$ cat src/logic/mtq_pkg.sv
package mtq_pkg;
  // frame byte positions
  localparam int HDR_LEN       = 6;
  localparam int POS_TID_HI    = 0;
  localparam int POS_TID_LO    = 1;
  localparam int POS_PID_HI    = 2;
  localparam int POS_PID_LO    = 3;
  localparam int POS_LEN_HI    = 4;
  localparam int POS_LEN_LO    = 5;
  localparam int POS_STATION   = 6;
  localparam int POS_FUNC      = 7;
  localparam int POS_REF_HI    = 8;
  localparam int POS_REF_LO    = 9;
  localparam int POS_CNT_HI    = 10;
  localparam int POS_CNT_LO    = 11;
  localparam int QRY_LEN       = 12;
  localparam int RSP_LEN       = 12;

  localparam logic [7:0] STATION_BCAST = 8'h00;
  localparam logic [7:0] STATION_MAX   = 8'hF7;
  localparam logic [7:0] FUNC_INVALID  = 8'h00;
  localparam logic [7:0] FUNC_ERR_BIT  = 8'h80;
  localparam logic [7:0] ZERO_BYTE     = 8'h00;
  localparam logic [7:0] RSP_RTU_LEN   = 8'h06;
  localparam logic [7:0] ONE_BYTE      = 8'h01;

  // function codes
  localparam logic [7:0] FC_RD_COILS   = 8'h01;
  localparam logic [7:0] FC_RD_DINS    = 8'h02;
  localparam logic [7:0] FC_RD_HOLD    = 8'h03;
  localparam logic [7:0] FC_RD_INREG   = 8'h04;
  localparam logic [7:0] FC_WR_COIL    = 8'h05;
  localparam logic [7:0] FC_WR_REG     = 8'h06;
  localparam logic [7:0] FC_WR_COILS   = 8'h0F;
  localparam logic [7:0] FC_WR_REGS    = 8'h10;

  // analog encodings
  localparam int          AI_ENG_SCALE = 10000000;
  localparam logic [31:0] AI_POS_FS    = 32'h7FFFFFFF;
  localparam logic [31:0] AI_NEG_FS    = 32'h80000000;
  localparam logic [3:0]  AI_RANGE_MAX = 4'h9;
  localparam int          AO_ENG_SCALE = 1000;
  localparam logic [1:0]  AO_UNI_10V   = 2'h1;
  localparam logic [15:0] AO_UNI_MIN   = 16'h0000;
  localparam logic [15:0] AO_UNI_MAX   = 16'hFFFF;
  localparam logic [15:0] AO_BIP_MIN   = 16'h8000;
  localparam logic [15:0] AO_BIP_MAX   = 16'h7FFF;

  typedef enum logic [3:0] {
    MTQ_IDLE = 4'b0001,
    MTQ_RECV = 4'b0010,
    MTQ_EXEC = 4'b0100,
    MTQ_SEND = 4'b1000
  } mtq_state_t;
endpackage

$ cat src/logic/mtq_word_order.sv
`timescale 1ns/1ps
// splits a 32-bit value into four wire bytes: low word first, each word high byte first
module mtq_word_order (
  input  wire logic [31:0] value_in,      // value to send
  input  wire logic [1:0]  idx_in,        // byte index on the wire
  output logic      [7:0]  byte_out       // byte at that index
);
  import mtq_pkg::*;
  always_comb begin
    case (idx_in)
      2'h0:    byte_out = value_in[15:8];
      2'h1:    byte_out = value_in[7:0];
      2'h2:    byte_out = value_in[31:24];
      default: byte_out = value_in[23:16];
    endcase
  end
endmodule // mtq_word_order

$ cat src/logic/mtq_query_handler.sv
`timescale 1ns/1ps
module mtq_query_handler #(
  parameter logic [7:0] STATION_ID = 8'h01   // own station address
) (
  input  wire logic        clock_in,      // 100 MHz clock
  input  wire logic        sys_rst_in,    // async reset, active high
  input  wire logic        rx_valid_in,   // query byte strobe
  input  wire logic [7:0]  rx_data_in,    // query byte
  input  wire logic        rx_last_in,    // last byte of query
  input  wire logic [31:0] ai_value_in,   // analog input sample
  input  wire logic        ai_ovr_pos_in, // input above positive full scale
  input  wire logic        ai_ovr_neg_in, // input below negative full scale
  input  wire logic [15:0] ao_code_in,    // requested analog output code
  input  wire logic [1:0]  ao_type_in,    // analog output type code
  input  wire logic [15:0] coil_state_in, // coil readback
  input  wire logic [15:0] din_state_in,  // discrete inputs
  input  wire logic        tx_ready_in,   // response sink ready
  output logic             tx_valid_out,  // response byte strobe
  output logic      [7:0]  tx_data_out,   // response byte
  output logic             tx_last_out,   // last response byte
  output logic             wr_pulse_out,  // write command strobe
  output logic      [7:0]  wr_func_out,   // write function code
  output logic      [15:0] wr_ref_out,    // write reference number
  output logic      [15:0] wr_val_out,    // write value or count
  output logic      [15:0] ao_code_out,   // clamped analog output code
  output logic             err_pulse_out  // query error strobe
);
  import mtq_pkg::*;

  // refuse a station id that is the broadcast address or above the last legal one
  if (STATION_ID == STATION_BCAST || STATION_ID > STATION_MAX) begin : g_bad_station
    $error("station id out of range");
  end

  mtq_state_t  state_r, state_nxt;
  logic [7:0]  frame_r [QRY_LEN], frame_nxt [QRY_LEN];
  logic [7:0]  cnt_r, cnt_nxt;
  logic [7:0]  rsp_func_r, rsp_func_nxt;
  logic [31:0] rsp_val_r, rsp_val_nxt;
  logic        tx_valid_r, tx_valid_nxt, tx_last_r, tx_last_nxt;
  logic [7:0]  tx_data_r, tx_data_nxt;
  logic        wr_pulse_r, wr_pulse_nxt, err_r, err_nxt;
  logic [7:0]  wr_func_r, wr_func_nxt;
  logic [15:0] wr_ref_r, wr_ref_nxt, wr_val_r, wr_val_nxt;
  logic [15:0] ao_r, ao_nxt;
  logic [7:0]  val_byte;
  logic [7:0]  rsp_byte;
  logic        hdr_bad, rtu_bad, func_ok, is_write;
  logic [31:0] ai_sat;

  function automatic logic func_supported(input logic [7:0] fc);
    case (fc)
      FC_RD_COILS, FC_RD_DINS, FC_RD_HOLD, FC_RD_INREG: return 1'b1;
      FC_WR_COIL, FC_WR_REG, FC_WR_COILS, FC_WR_REGS:   return 1'b1;
      default:                                          return 1'b0;
    endcase
  endfunction

  function automatic logic [15:0] be16(input logic [7:0] hi, input logic [7:0] lo);
    return {hi, lo};
  endfunction

  // analog output code clamped to the span of its type
  function automatic logic [15:0] ao_clamp(input logic [15:0] code, input logic [1:0] typ);
    if (typ <= AO_UNI_10V)
      return code;  // full 0000h..FFFFh span
    else if ($signed(code) > $signed(AO_BIP_MAX))
      return AO_BIP_MAX;
    else if ($signed(code) < $signed(AO_BIP_MIN))
      return AO_BIP_MIN;
    else
      return code;
  endfunction

  mtq_word_order u_order (
    .value_in (rsp_val_r),
    .idx_in   (cnt_r[1:0]),
    .byte_out (val_byte)
  );

  always_comb begin
    // input saturation at full scale
    if (ai_ovr_pos_in)      ai_sat = AI_POS_FS;
    else if (ai_ovr_neg_in) ai_sat = AI_NEG_FS;
    else                    ai_sat = ai_value_in;
    hdr_bad = (frame_r[POS_PID_HI] != ZERO_BYTE) || (frame_r[POS_PID_LO] != ZERO_BYTE)
           || (frame_r[POS_LEN_HI] != ZERO_BYTE);
    rtu_bad = (frame_r[POS_LEN_LO] != cnt_r - 8'(HDR_LEN));
    func_ok = (frame_r[POS_FUNC] != FUNC_INVALID) && func_supported(frame_r[POS_FUNC]);
    is_write = frame_r[POS_FUNC] >= FC_WR_COIL;
    case (cnt_r)
      8'(POS_TID_HI), 8'(POS_TID_LO), 8'(POS_PID_HI), 8'(POS_PID_LO), 8'(POS_LEN_HI):
                         rsp_byte = frame_r[cnt_r[3:0]];
      8'(POS_LEN_LO):    rsp_byte = RSP_RTU_LEN;
      8'(POS_STATION):   rsp_byte = frame_r[POS_STATION];
      8'(POS_FUNC):      rsp_byte = rsp_func_r;
      default:           rsp_byte = val_byte;
    endcase
  end

  always_comb begin
    state_nxt    = state_r;
    frame_nxt    = frame_r;
    cnt_nxt      = cnt_r;
    rsp_func_nxt = rsp_func_r;
    rsp_val_nxt  = rsp_val_r;
    tx_valid_nxt = tx_valid_r;
    tx_data_nxt  = tx_data_r;
    tx_last_nxt  = tx_last_r;
    wr_pulse_nxt = 1'b0;
    err_nxt      = 1'b0;
    wr_func_nxt  = wr_func_r;
    wr_ref_nxt   = wr_ref_r;
    wr_val_nxt   = wr_val_r;
    ao_nxt       = ao_clamp(ao_code_in, ao_type_in);
    case (state_r)
      MTQ_IDLE, MTQ_RECV: begin
        if (rx_valid_in) begin
          if (cnt_r < 8'(QRY_LEN))
            frame_nxt[cnt_r[3:0]] = rx_data_in;
          cnt_nxt   = cnt_r + ONE_BYTE;
          state_nxt = MTQ_RECV;
          if (rx_last_in)
            state_nxt = MTQ_EXEC;
        end
      end
      MTQ_EXEC: begin
        rsp_func_nxt = frame_r[POS_FUNC];
        rsp_val_nxt  = 32'h0;
        cnt_nxt      = 8'h0;
        if (hdr_bad || rtu_bad || cnt_r < 8'(QRY_LEN) || !func_ok) begin
          rsp_func_nxt = frame_r[POS_FUNC] | FUNC_ERR_BIT;
          err_nxt      = 1'b1;
        end else begin
          case (frame_r[POS_FUNC])
            FC_RD_COILS: rsp_val_nxt = {16'h0, coil_state_in};
            FC_RD_DINS:  rsp_val_nxt = {16'h0, din_state_in};
            FC_RD_HOLD:  rsp_val_nxt = {16'h0, ao_r};
            FC_RD_INREG: rsp_val_nxt = ai_sat;
            default:     rsp_val_nxt = {16'h0, be16(frame_r[POS_CNT_HI], frame_r[POS_CNT_LO])};
          endcase
          if (is_write) begin
            wr_pulse_nxt = 1'b1;
            wr_func_nxt  = frame_r[POS_FUNC];
            wr_ref_nxt   = be16(frame_r[POS_REF_HI], frame_r[POS_REF_LO]);
            wr_val_nxt   = be16(frame_r[POS_CNT_HI], frame_r[POS_CNT_LO]);
          end
        end
        // only own station answers; broadcast is acted on silently
        if (frame_r[POS_STATION] == STATION_BCAST)
          state_nxt = MTQ_IDLE;
        else if (frame_r[POS_STATION] != STATION_ID || frame_r[POS_STATION] > STATION_MAX) begin
          state_nxt    = MTQ_IDLE;
          wr_pulse_nxt = 1'b0;
          err_nxt      = 1'b0;
        end else
          state_nxt = MTQ_SEND;
      end
      MTQ_SEND: begin
        if (!tx_valid_r || tx_ready_in) begin
          if (tx_valid_r && tx_last_r) begin
            tx_valid_nxt = 1'b0;
            tx_last_nxt  = 1'b0;
            cnt_nxt      = 8'h0;
            state_nxt    = MTQ_IDLE;
          end else begin
            tx_valid_nxt = 1'b1;
            tx_data_nxt  = rsp_byte;
            tx_last_nxt  = cnt_r == 8'(RSP_LEN - 1);
            cnt_nxt      = cnt_r + ONE_BYTE;
          end
        end
      end
      default: state_nxt = MTQ_IDLE;
    endcase
  end

  always_ff @(posedge clock_in or posedge sys_rst_in) begin
    if (sys_rst_in) begin
      state_r    <= MTQ_IDLE;
      for (int i = 0; i < QRY_LEN; i++)
        frame_r[i] <= 8'h00;
      cnt_r      <= 8'h00;
      rsp_func_r <= 8'h00;
      rsp_val_r  <= 32'h0;
      tx_valid_r <= 1'b0;
      tx_data_r  <= 8'h00;
      tx_last_r  <= 1'b0;
      wr_pulse_r <= 1'b0;
      err_r      <= 1'b0;
      wr_func_r  <= 8'h00;
      wr_ref_r   <= 16'h0;
      wr_val_r   <= 16'h0;
      ao_r       <= 16'h0;
    end else begin
      state_r    <= state_nxt;
      frame_r    <= frame_nxt;
      cnt_r      <= cnt_nxt;
      rsp_func_r <= rsp_func_nxt;
      rsp_val_r  <= rsp_val_nxt;
      tx_valid_r <= tx_valid_nxt;
      tx_data_r  <= tx_data_nxt;
      tx_last_r  <= tx_last_nxt;
      wr_pulse_r <= wr_pulse_nxt;
      err_r      <= err_nxt;
      wr_func_r  <= wr_func_nxt;
      wr_ref_r   <= wr_ref_nxt;
      wr_val_r   <= wr_val_nxt;
      ao_r       <= ao_nxt;
    end
  end

  assign tx_valid_out  = tx_valid_r;
  assign tx_data_out   = tx_data_r;
  assign tx_last_out   = tx_last_r;
  assign wr_pulse_out  = wr_pulse_r;
  assign wr_func_out   = wr_func_r;
  assign wr_ref_out    = wr_ref_r;
  assign wr_val_out    = wr_val_r;
  assign ao_code_out   = ao_r;
  assign err_pulse_out = err_r;
endmodule // mtq_query_handler

$ cat config.mk
export PLATFORM = sky130hd
export DESIGN_NAME = mtq_query_handler
export DESIGN_NICKNAME = d
export VERILOG_FILES = /design/src/logic/mtq_pkg.sv /design/src/logic/mtq_word_order.sv /design/src/logic/mtq_query_handler.sv
export SDC_FILE = /design/constraint.sdc
export NUM_CORES = 1
export LEC_CHECK = 0
export BUFFER_PORTS_ARGS = -buffer_cell sky130_fd_sc_hd__buf_2
export CAP_MARGIN = 30
export CORE_MARGIN = 2
export CORE_UTILIZATION = 50
export CTS_CLUSTER_DIAMETER = 200
export DETAILED_ROUTE_END_ITERATION = 8
export PLACE_DENSITY = 0.8
export SLEW_MARGIN = 0
export SYNTH_ARGS = -nofsm -noshare
export SYNTH_HDL_FRONTEND = slang
export SYNTH_SLANG_ARGS = --single-unit
$ cat constraint.sdc
create_clock -name clock_in -period 17 [get_ports clock_in]
set_clock_uncertainty 0.2 [all_clocks]
set_input_delay 3.4 -clock clock_in [delete_from_list [all_inputs] [get_ports clock_in]]
set_output_delay 3.4 -clock clock_in [all_outputs]
set_load 0.01 [all_outputs]
==> results of run 1 <==
==> synth_stat cells, types with 3 or more instances <==
master | n | share of area
a21o_1 | 4 | 0.0028
a21oi_1 | 34 | 0.016
a221oi_1 | 16 | 0.013
a222oi_1 | 16 | 0.015
a22oi_1 | 16 | 0.011
a2bb2oi_1 | 16 | 0.013
a31oi_1 | 10 | 0.0059
and2_1 | 3 | 0.0018
and3_1 | 4 | 0.0024
buf_1 | 3 | 0.0011
buf_2 | 6 | 0.0028
buf_6 | 4 | 0.0042
clkbuf_1 | 74 | 0.026
dfrtp_1 | 215 | 0.51
ha_1 | 6 | 0.0071
inv_1 | 7 | 0.0025
mux2_2 | 147 | 0.16
mux4_2 | 16 | 0.034
nand2_1 | 104 | 0.037
nand2b_1 | 7 | 0.0041
nand3_1 | 7 | 0.0033
nand4_1 | 7 | 0.0041
nor2_1 | 51 | 0.018
nor2b_1 | 5 | 0.0029
nor3_1 | 13 | 0.0061
nor4_1 | 8 | 0.0047
nor4b_1 | 3 | 0.0025
o21ai_0 | 33 | 0.016
o311ai_0 | 5 | 0.0041
o31ai_1 | 19 | 0.013
o41ai_1 | 4 | 0.0033
o41ai_2 | 10 | 0.015
or4_1 | 4 | 0.0028
xnor2_1 | 10 | 0.0083
xor2_1 | 8 | 0.0066
==> power by group through the flow <==
stage | Clock [mW] | Combinational [mW] | Sequential, mW
2_1_floorplan | 0 | 0.610 | 0.759
3_3_place_gp | 0 | 0.752 | 0.804
6_report | 0.557 | 0.786 | 0.810
5_1_grt | 0.586 | 0.852 | 0.825
3_5_place_dp | 0 | 0.772 | 0.812
4_1_cts | 0.564 | 0.779 | 0.806
==> state kept, by name, summed over array words and instances (netlist names), 4 cells and up <==
signal,count
ao_code_out,16
cnt_r,8
frame_r,96
rsp_func_r,8
rsp_val_r,32
state_r,4
tx_data_out,8
wr_func_out,8
wr_ref_out,16
wr_val_out,16
==> routing by layer <==
| metal | share of wire | wire length, um | GRT usage |
|---|---|---|---|
| met4 | 0.026 | 738 | 0.08443 |
| met5 | 0 | 0 | 0 |
| met1 | 0.42 | 12050 | 0.3622 |
| met3 | 0.078 | 2226 | 0.04817 |
| met2 | 0.47 | 13480 | 0.4085 |
==> cell families (layout without fill, tap and decap cells) <==
logic type	Yosys count	in the layout	synth area share
AOI/OAI and AO/OA	193	193	0.1421
xor gates and xnor gates	18	18	0.01486
adders and majority gates	6	6	0.007074
buffers and inverters	95	228	0.03868
DFF	216	216	0.5095
muxes	166	166	0.1930
and+or+nand+nor	223	223	0.09480
==> path summary, 6_finish.rpt <==
check	from	endpoint
max in group asynchronous	sys_rst_in	frame_r[28]$_DFFE_PP0P_
worst max register to register	cnt_r[3]$_DFFE_PP0P_	wr_ref_out[14]$_DFFE_PP0P_
worst max-delay path	rx_valid_in	cnt_r[4]$_DFFE_PP0P_
min in group asynchronous	sys_rst_in	tx_valid_out$_DFFE_PP0P_
worst min register to register	rsp_func_r[5]$_DFFE_PP0P_	rsp_func_r[5]$_DFFE_PP0P_
worst min-delay path	rsp_func_r[5]$_DFFE_PP0P_	rsp_func_r[5]$_DFFE_PP0P_
==> per-stage QoR <==
step                      power (mW)  hold WS, ns  area, sq um  worst slack (ns)  cells
after floorplan                1.369       0.2429        10610             7.494    917
after global placement         1.555       0.2597        11490             11.52   1278
after detailed placement       1.584       0.2602        11490             11.51   1279
after CTS                      2.149       0.2772        12360             12.06   1323
after global routing           2.263       0.3085        12420             12.02   1325
final                          2.153       0.2759        12420             12.18   1325
==> worst max-delay path: stages <==
cell and delay [ns]:
buf_2 0.13, nor4_1 0.74, a311oi_2 0.25, and2_1 0.28, xnor2_1 0.14, nor2_1 0.05
==> final cells by class <==
class                           instances  area [sq um]
Sequential cell                       216          5406
Fill cell                            1725          8539
Inverter                                7         33.78
Multi-Input combinational cell        606          4802
Tap cell                              275         344.1
Clock buffer                           32         670.6
Clock inverter                         12         195.2
Timing Repair Buffer                  177         963.4
==> results.md, run 1 <==
* Top-level port count at 165
* Routed Wire Length at 28500 um
* Ratio of cells with drive above 1 in the final layout at 0.3810
* Clock network latency to the later pin of the worst-skew pair at 0.53 ns
* Gate count after technology mapping at 917
* Antenna violations before repair at 0
* Synth warn at 0
* Sum of negative setup slack at 0 ns
* Switch Pwr at 0.7892 mW
* Shortest clock period the worst path allows after layout at 4.818 ns
* Slew at the pin closest to its max-slew limit at 1.060 ns
* Startpoint type of the worst setup path: primary input
* Reported leakage power at 5.810 nW
* Via count at 8108
* Commonest non-fill, non-tap cells in the layout: dfrtp_1 (215), buf_2 (162), mux2_2 (147), nand2_1 (103), nor2_1 (51)
* Fraction of synthesis flops using an asynchronous set or reset pin at 1.000
* Post-synthesis to final-layout area growth at 17.00%
* Net switching fraction of the power at 0.3665
* Final setup fails at 0
* Hold/Removal Path Class: reg -> reg
* Clock tree from TritonCTS: built
* PD cells at 173.4 nW/um^2
* Type of the worst setup path: in -> reg
* Share of power burned in combinational logic at 0.365
* Clock transition at the registers of the reported paths at 0.06 ns
* Final nets at 1135
* Number of failing hold endpoints at the final stage at 0
* Cell Area, Synth at 10610 sq um
* Placeable Area at 20960 sq um
* Starting DRT DRC Count at 810
* Maximum number of pins on one net before global-route repair at 139
* Cell at the root of the clock tree: clkbuf_16
* Overflow left after global routing at 0
* Clk sink count at 216
* Post-CTS Repair Setup Buffers at 0
* # port buffers at 162
* HPWL after detailed placement at 18800 um
* Part of the cycle the worst path needs at 0.2834
* Leading cell type in the layout, fill and taps excluded: dfrtp_1
* Post-cts gate resize count at 0
* Routability Congestion at 0.9726
* Count of hold-fix buffers inserted at cts at 0
* Sequential-to-total area share from yosys stat at 0.5095
* Final Core Density at 0.5925
* Arr. time, crit path at 5.00 ns
* Global-route wire length before repair at 44760 um
* Depth of the worst register-to-register path at 7
* Clock network power share at 0.259
* DRC errors left at 0
* Number of diodes at 0
* Maximum fanout encountered on the critical timing path at 10
* Average detailed-routed wire length per instance at 21.51 um
* Relative slew margins at 0.2920
* Critical Path RT at 17.18 ns
* Post-route ant nets at 0
* Number of distinct library cells after synthesis at 55
* Worst setup EP type: register
* Total of max-cap violations at 0
* Leading register cell type out of synthesis: dfrtp_1
* Run status: complete, no violations
* Register-to-register setup slack at 13.87 ns
* H-tree depth at 1
* Register bit total from synthesis at 216
* Cts bufs inserted at 24
* Clock buffer depth at 3
* RSZ-0062 raised after global routing: false
* Peak supply drop at 114.7 uV
* Initial standard-cell utilization of the core at 0.5064
* Via-to-Cell Ratio at 6.119
* Sequential share of power at 0.376
* All-layer global routing usage at 0.2581
* Instance count along the most critical hold path at 2
* Nets in the synthesized netlist at 1020
* Die width at 149.7 um
* Area of the die at 22400 sq um
* Highest Clock Rate at 0.2076 GHz
* Detailed-router iteration count before antenna repair at 8
* P_int at 1.364 mW
* Floorplan die height at 149.7 um
* Post-synth EDFFs at 0
* Mean cell area of the mapped netlist at 11.57 sq um
* FP Rows at 53
* Number of max-slew violations in the final report at 0
* Via count of the first global-routing pass at 8068
No activity file was read; power rests on OpenSTA's default activity.
==> inputs of run 2 (changes only) <==
- PLACE_DENSITY: 0.8 -> 0.82
- clock period: 17 -> 4 ns (I/O delays scaled with it)
==> results.md, run 2 (synthesis results as in run 1) <==
* FP Rows at 53
* Number of max-slew violations in the final report at 0
* Final Core Density at 0.5913
* Maximum number of pins on one net before global-route repair at 96
* DP Worst Slack at 0.6788 ns
* Post-synthesis to final-layout area growth at 16.77%
* # port buffers at 162
* Clock tree from TritonCTS: built
* Startpoint type of the worst setup path: register
* Via count at 8031
* Die width at 149.7 um
* Post-CTS Repair Setup Buffers at 0
* Post-cts gate resize count at 0
* H-tree depth at 1
* Number of failing hold endpoints at the final stage at 0
* Antenna violations before repair at 0
* Reported leakage power at 5.808 nW
* Post-route ant nets at 0
* Type of the worst setup path: reg -> reg
* RSZ-0062 raised after global routing: false
* Top-level port count at 165
* Reg with most FFs: frame_r
* Area of all placed cells without fillers at 12390 sq um
* Total power draw at 8.983 mW
* Maximum fanout encountered on the critical timing path at 19
* Final setup fails at 0
* Run status: complete, no violations
* Relative slew margins at 0.3427
* Leading cell type in the layout, fill and taps excluded: dfrtp_1
* Worst setup EP type: register
* Final nets at 1142
* Cell at the root of the clock tree: clkbuf_16
* Via count of the first global-routing pass at 8059
* Part of the cycle the worst path needs at 0.8416
* FILL cells at 1734
* Critical Path RT at 4.21 ns
* Starting DRT DRC Count at 807
* DRC errors left at 0
* PD cells at 725.0 nW/um^2
* Arr. time, crit path at 3.57 ns
* Clock network latency to the later pin of the worst-skew pair at 0.53 ns
* Count of hold-fix buffers inserted at cts at 0
* Slew at the pin closest to its max-slew limit at 0.9860 ns
* Total of max-cap violations at 0
* Shortest clock period the worst path allows after layout at 3.367 ns
* Cts bufs inserted at 24
* Clock buffer depth at 3
* Crit Reg-Reg Startpoint: cnt_r[2]$_DFFE_PP0P_
* Min-delay src: ao_code_in[13]
* Sum of negative setup slack at 0 ns
* Placed Area at 11610 sq um
* Clock transition at the registers of the reported paths at 0.06 ns
* Routed Wire Length at 27910 um
* Number of diodes at 0
* HPWL after detailed placement at 19140 um
* Overflow left after global routing at 0
* Initial standard-cell utilization of the core at 0.5064
* Ratio of cells with drive above 1 in the final layout at 0.3832
* Via-to-Cell Ratio at 6.029
* Global-route wire length before repair at 44540 um
* Peak supply drop at 460.2 uV
* All-layer global routing usage at 0.2549
* Number of flip-flops under the largest register name at 96
* Placeable Area at 20960 sq um
* Average detailed-routed wire length per instance at 20.95 um
* Commonest non-fill, non-tap cells in the layout: dfrtp_1 (215), buf_2 (162), mux2_2 (147), nand2_1 (103), nor2_1 (51)
* Routability Congestion at 0.9935
* Clk sink count at 216
* Area of the die at 22400 sq um
* Hold/Removal Path Class: in -> reg
* Largest regs: frame_r: 96 flops, rsp_val_r: 32 flops
* Detailed-router iteration count before antenna repair at 8
* Launching instance or port of the critical path: cnt_r[2]$_DFFE_PP0P_
* Floorplan die height at 149.7 um
* Crit path setup slack, layout at 0.6334 ns
* Highest Clock Rate at 0.2970 GHz
-- run 2: cell count changes in the layout (fill, tap and decap cells not counted), moves of 2 or more --
cell and delta:
buf_12 +4, buf_16 -2, clkbuf_1 +2, clkinv_2 +2, bufinv_16 -3, buf_4 +5
-- run 2: path summary, 6_finish.rpt --
path                                              to  slack (ns)  cells after the start
setup / recovery           rsp_val_r[30]$_DFFE_PP0P_        0.63                      6
hold / removal             ao_code_out[13]$_DFF_PP0_        0.17                      1
setup reg to reg           rsp_val_r[30]$_DFFE_PP0P_        0.63                      6
hold reg to reg            rsp_func_r[4]$_DFFE_PP0P_        0.28                      2
max in group asynchronous    frame_r[29]$_DFFE_PP0P_        2.92                      3
min in group asynchronous  rsp_val_r[21]$_DFFE_PP0P_        0.22                      3
-- run 2: worst max-delay path, stage by stage, from the launching register on --
cell,delay (ns)
dfrtp_1,0.64
ha_1,0.33
xnor2_1,0.11
o31ai_1,0.51
nand4b_1,0.20
or3_1,0.75
o41ai_1,0.51
-- run 2: stage by stage --
stage | hold WS [ns] | cells
after floorplan | 0.2429 | 917
after CTS | 0.1553 | 1332
final | 0.1672 | 1332
after detailed placement | 0.2659 | 1288
after global placement | 0.2583 | 1286
after global routing | 0.1528 | 1332
-- run 2: area by class of cell --
class / instances / area, sq um / share of cell area
clock buffers: 33 / 664.4 / 0.05362
inverters: 7 / 30.03 / 0.002424
well taps: 275 / 344.1 / 0.02777
multi-input cells: 606 / 4802 / 0.3876
clock inverters: 11 / 117.6 / 0.009492
repair buffers: 184 / 1026 / 0.08280
flip-flops and latches: 216 / 5406 / 0.4363
-- run 2: where the power goes --
part / total [mW] / internal, mW / switching (mW)
combinational: 3.30 / 1.55 / 1.75
sequential: 3.53 / 2.84 / 0.686
clock: 2.15 / 1.24 / 0.909
total: 8.98 / 5.63 / 3.35
-- run 2: layer usage --
| metal | share of wire | global-route usage | wire [um] | vias to the layer above |
|---|---|---|---|---|
| li1 | - | - | - | 3632 |
| met5 | 0 | 0 | 0 | - |
| met3 | 0.083 | 0.05061 | 2304 | 64 |
| met4 | 0.027 | 0.07217 | 759 | 0 |
| met1 | 0.42 | 0.3582 | 11660 | 3940 |
| met2 | 0.47 | 0.4064 | 13180 | 395 |
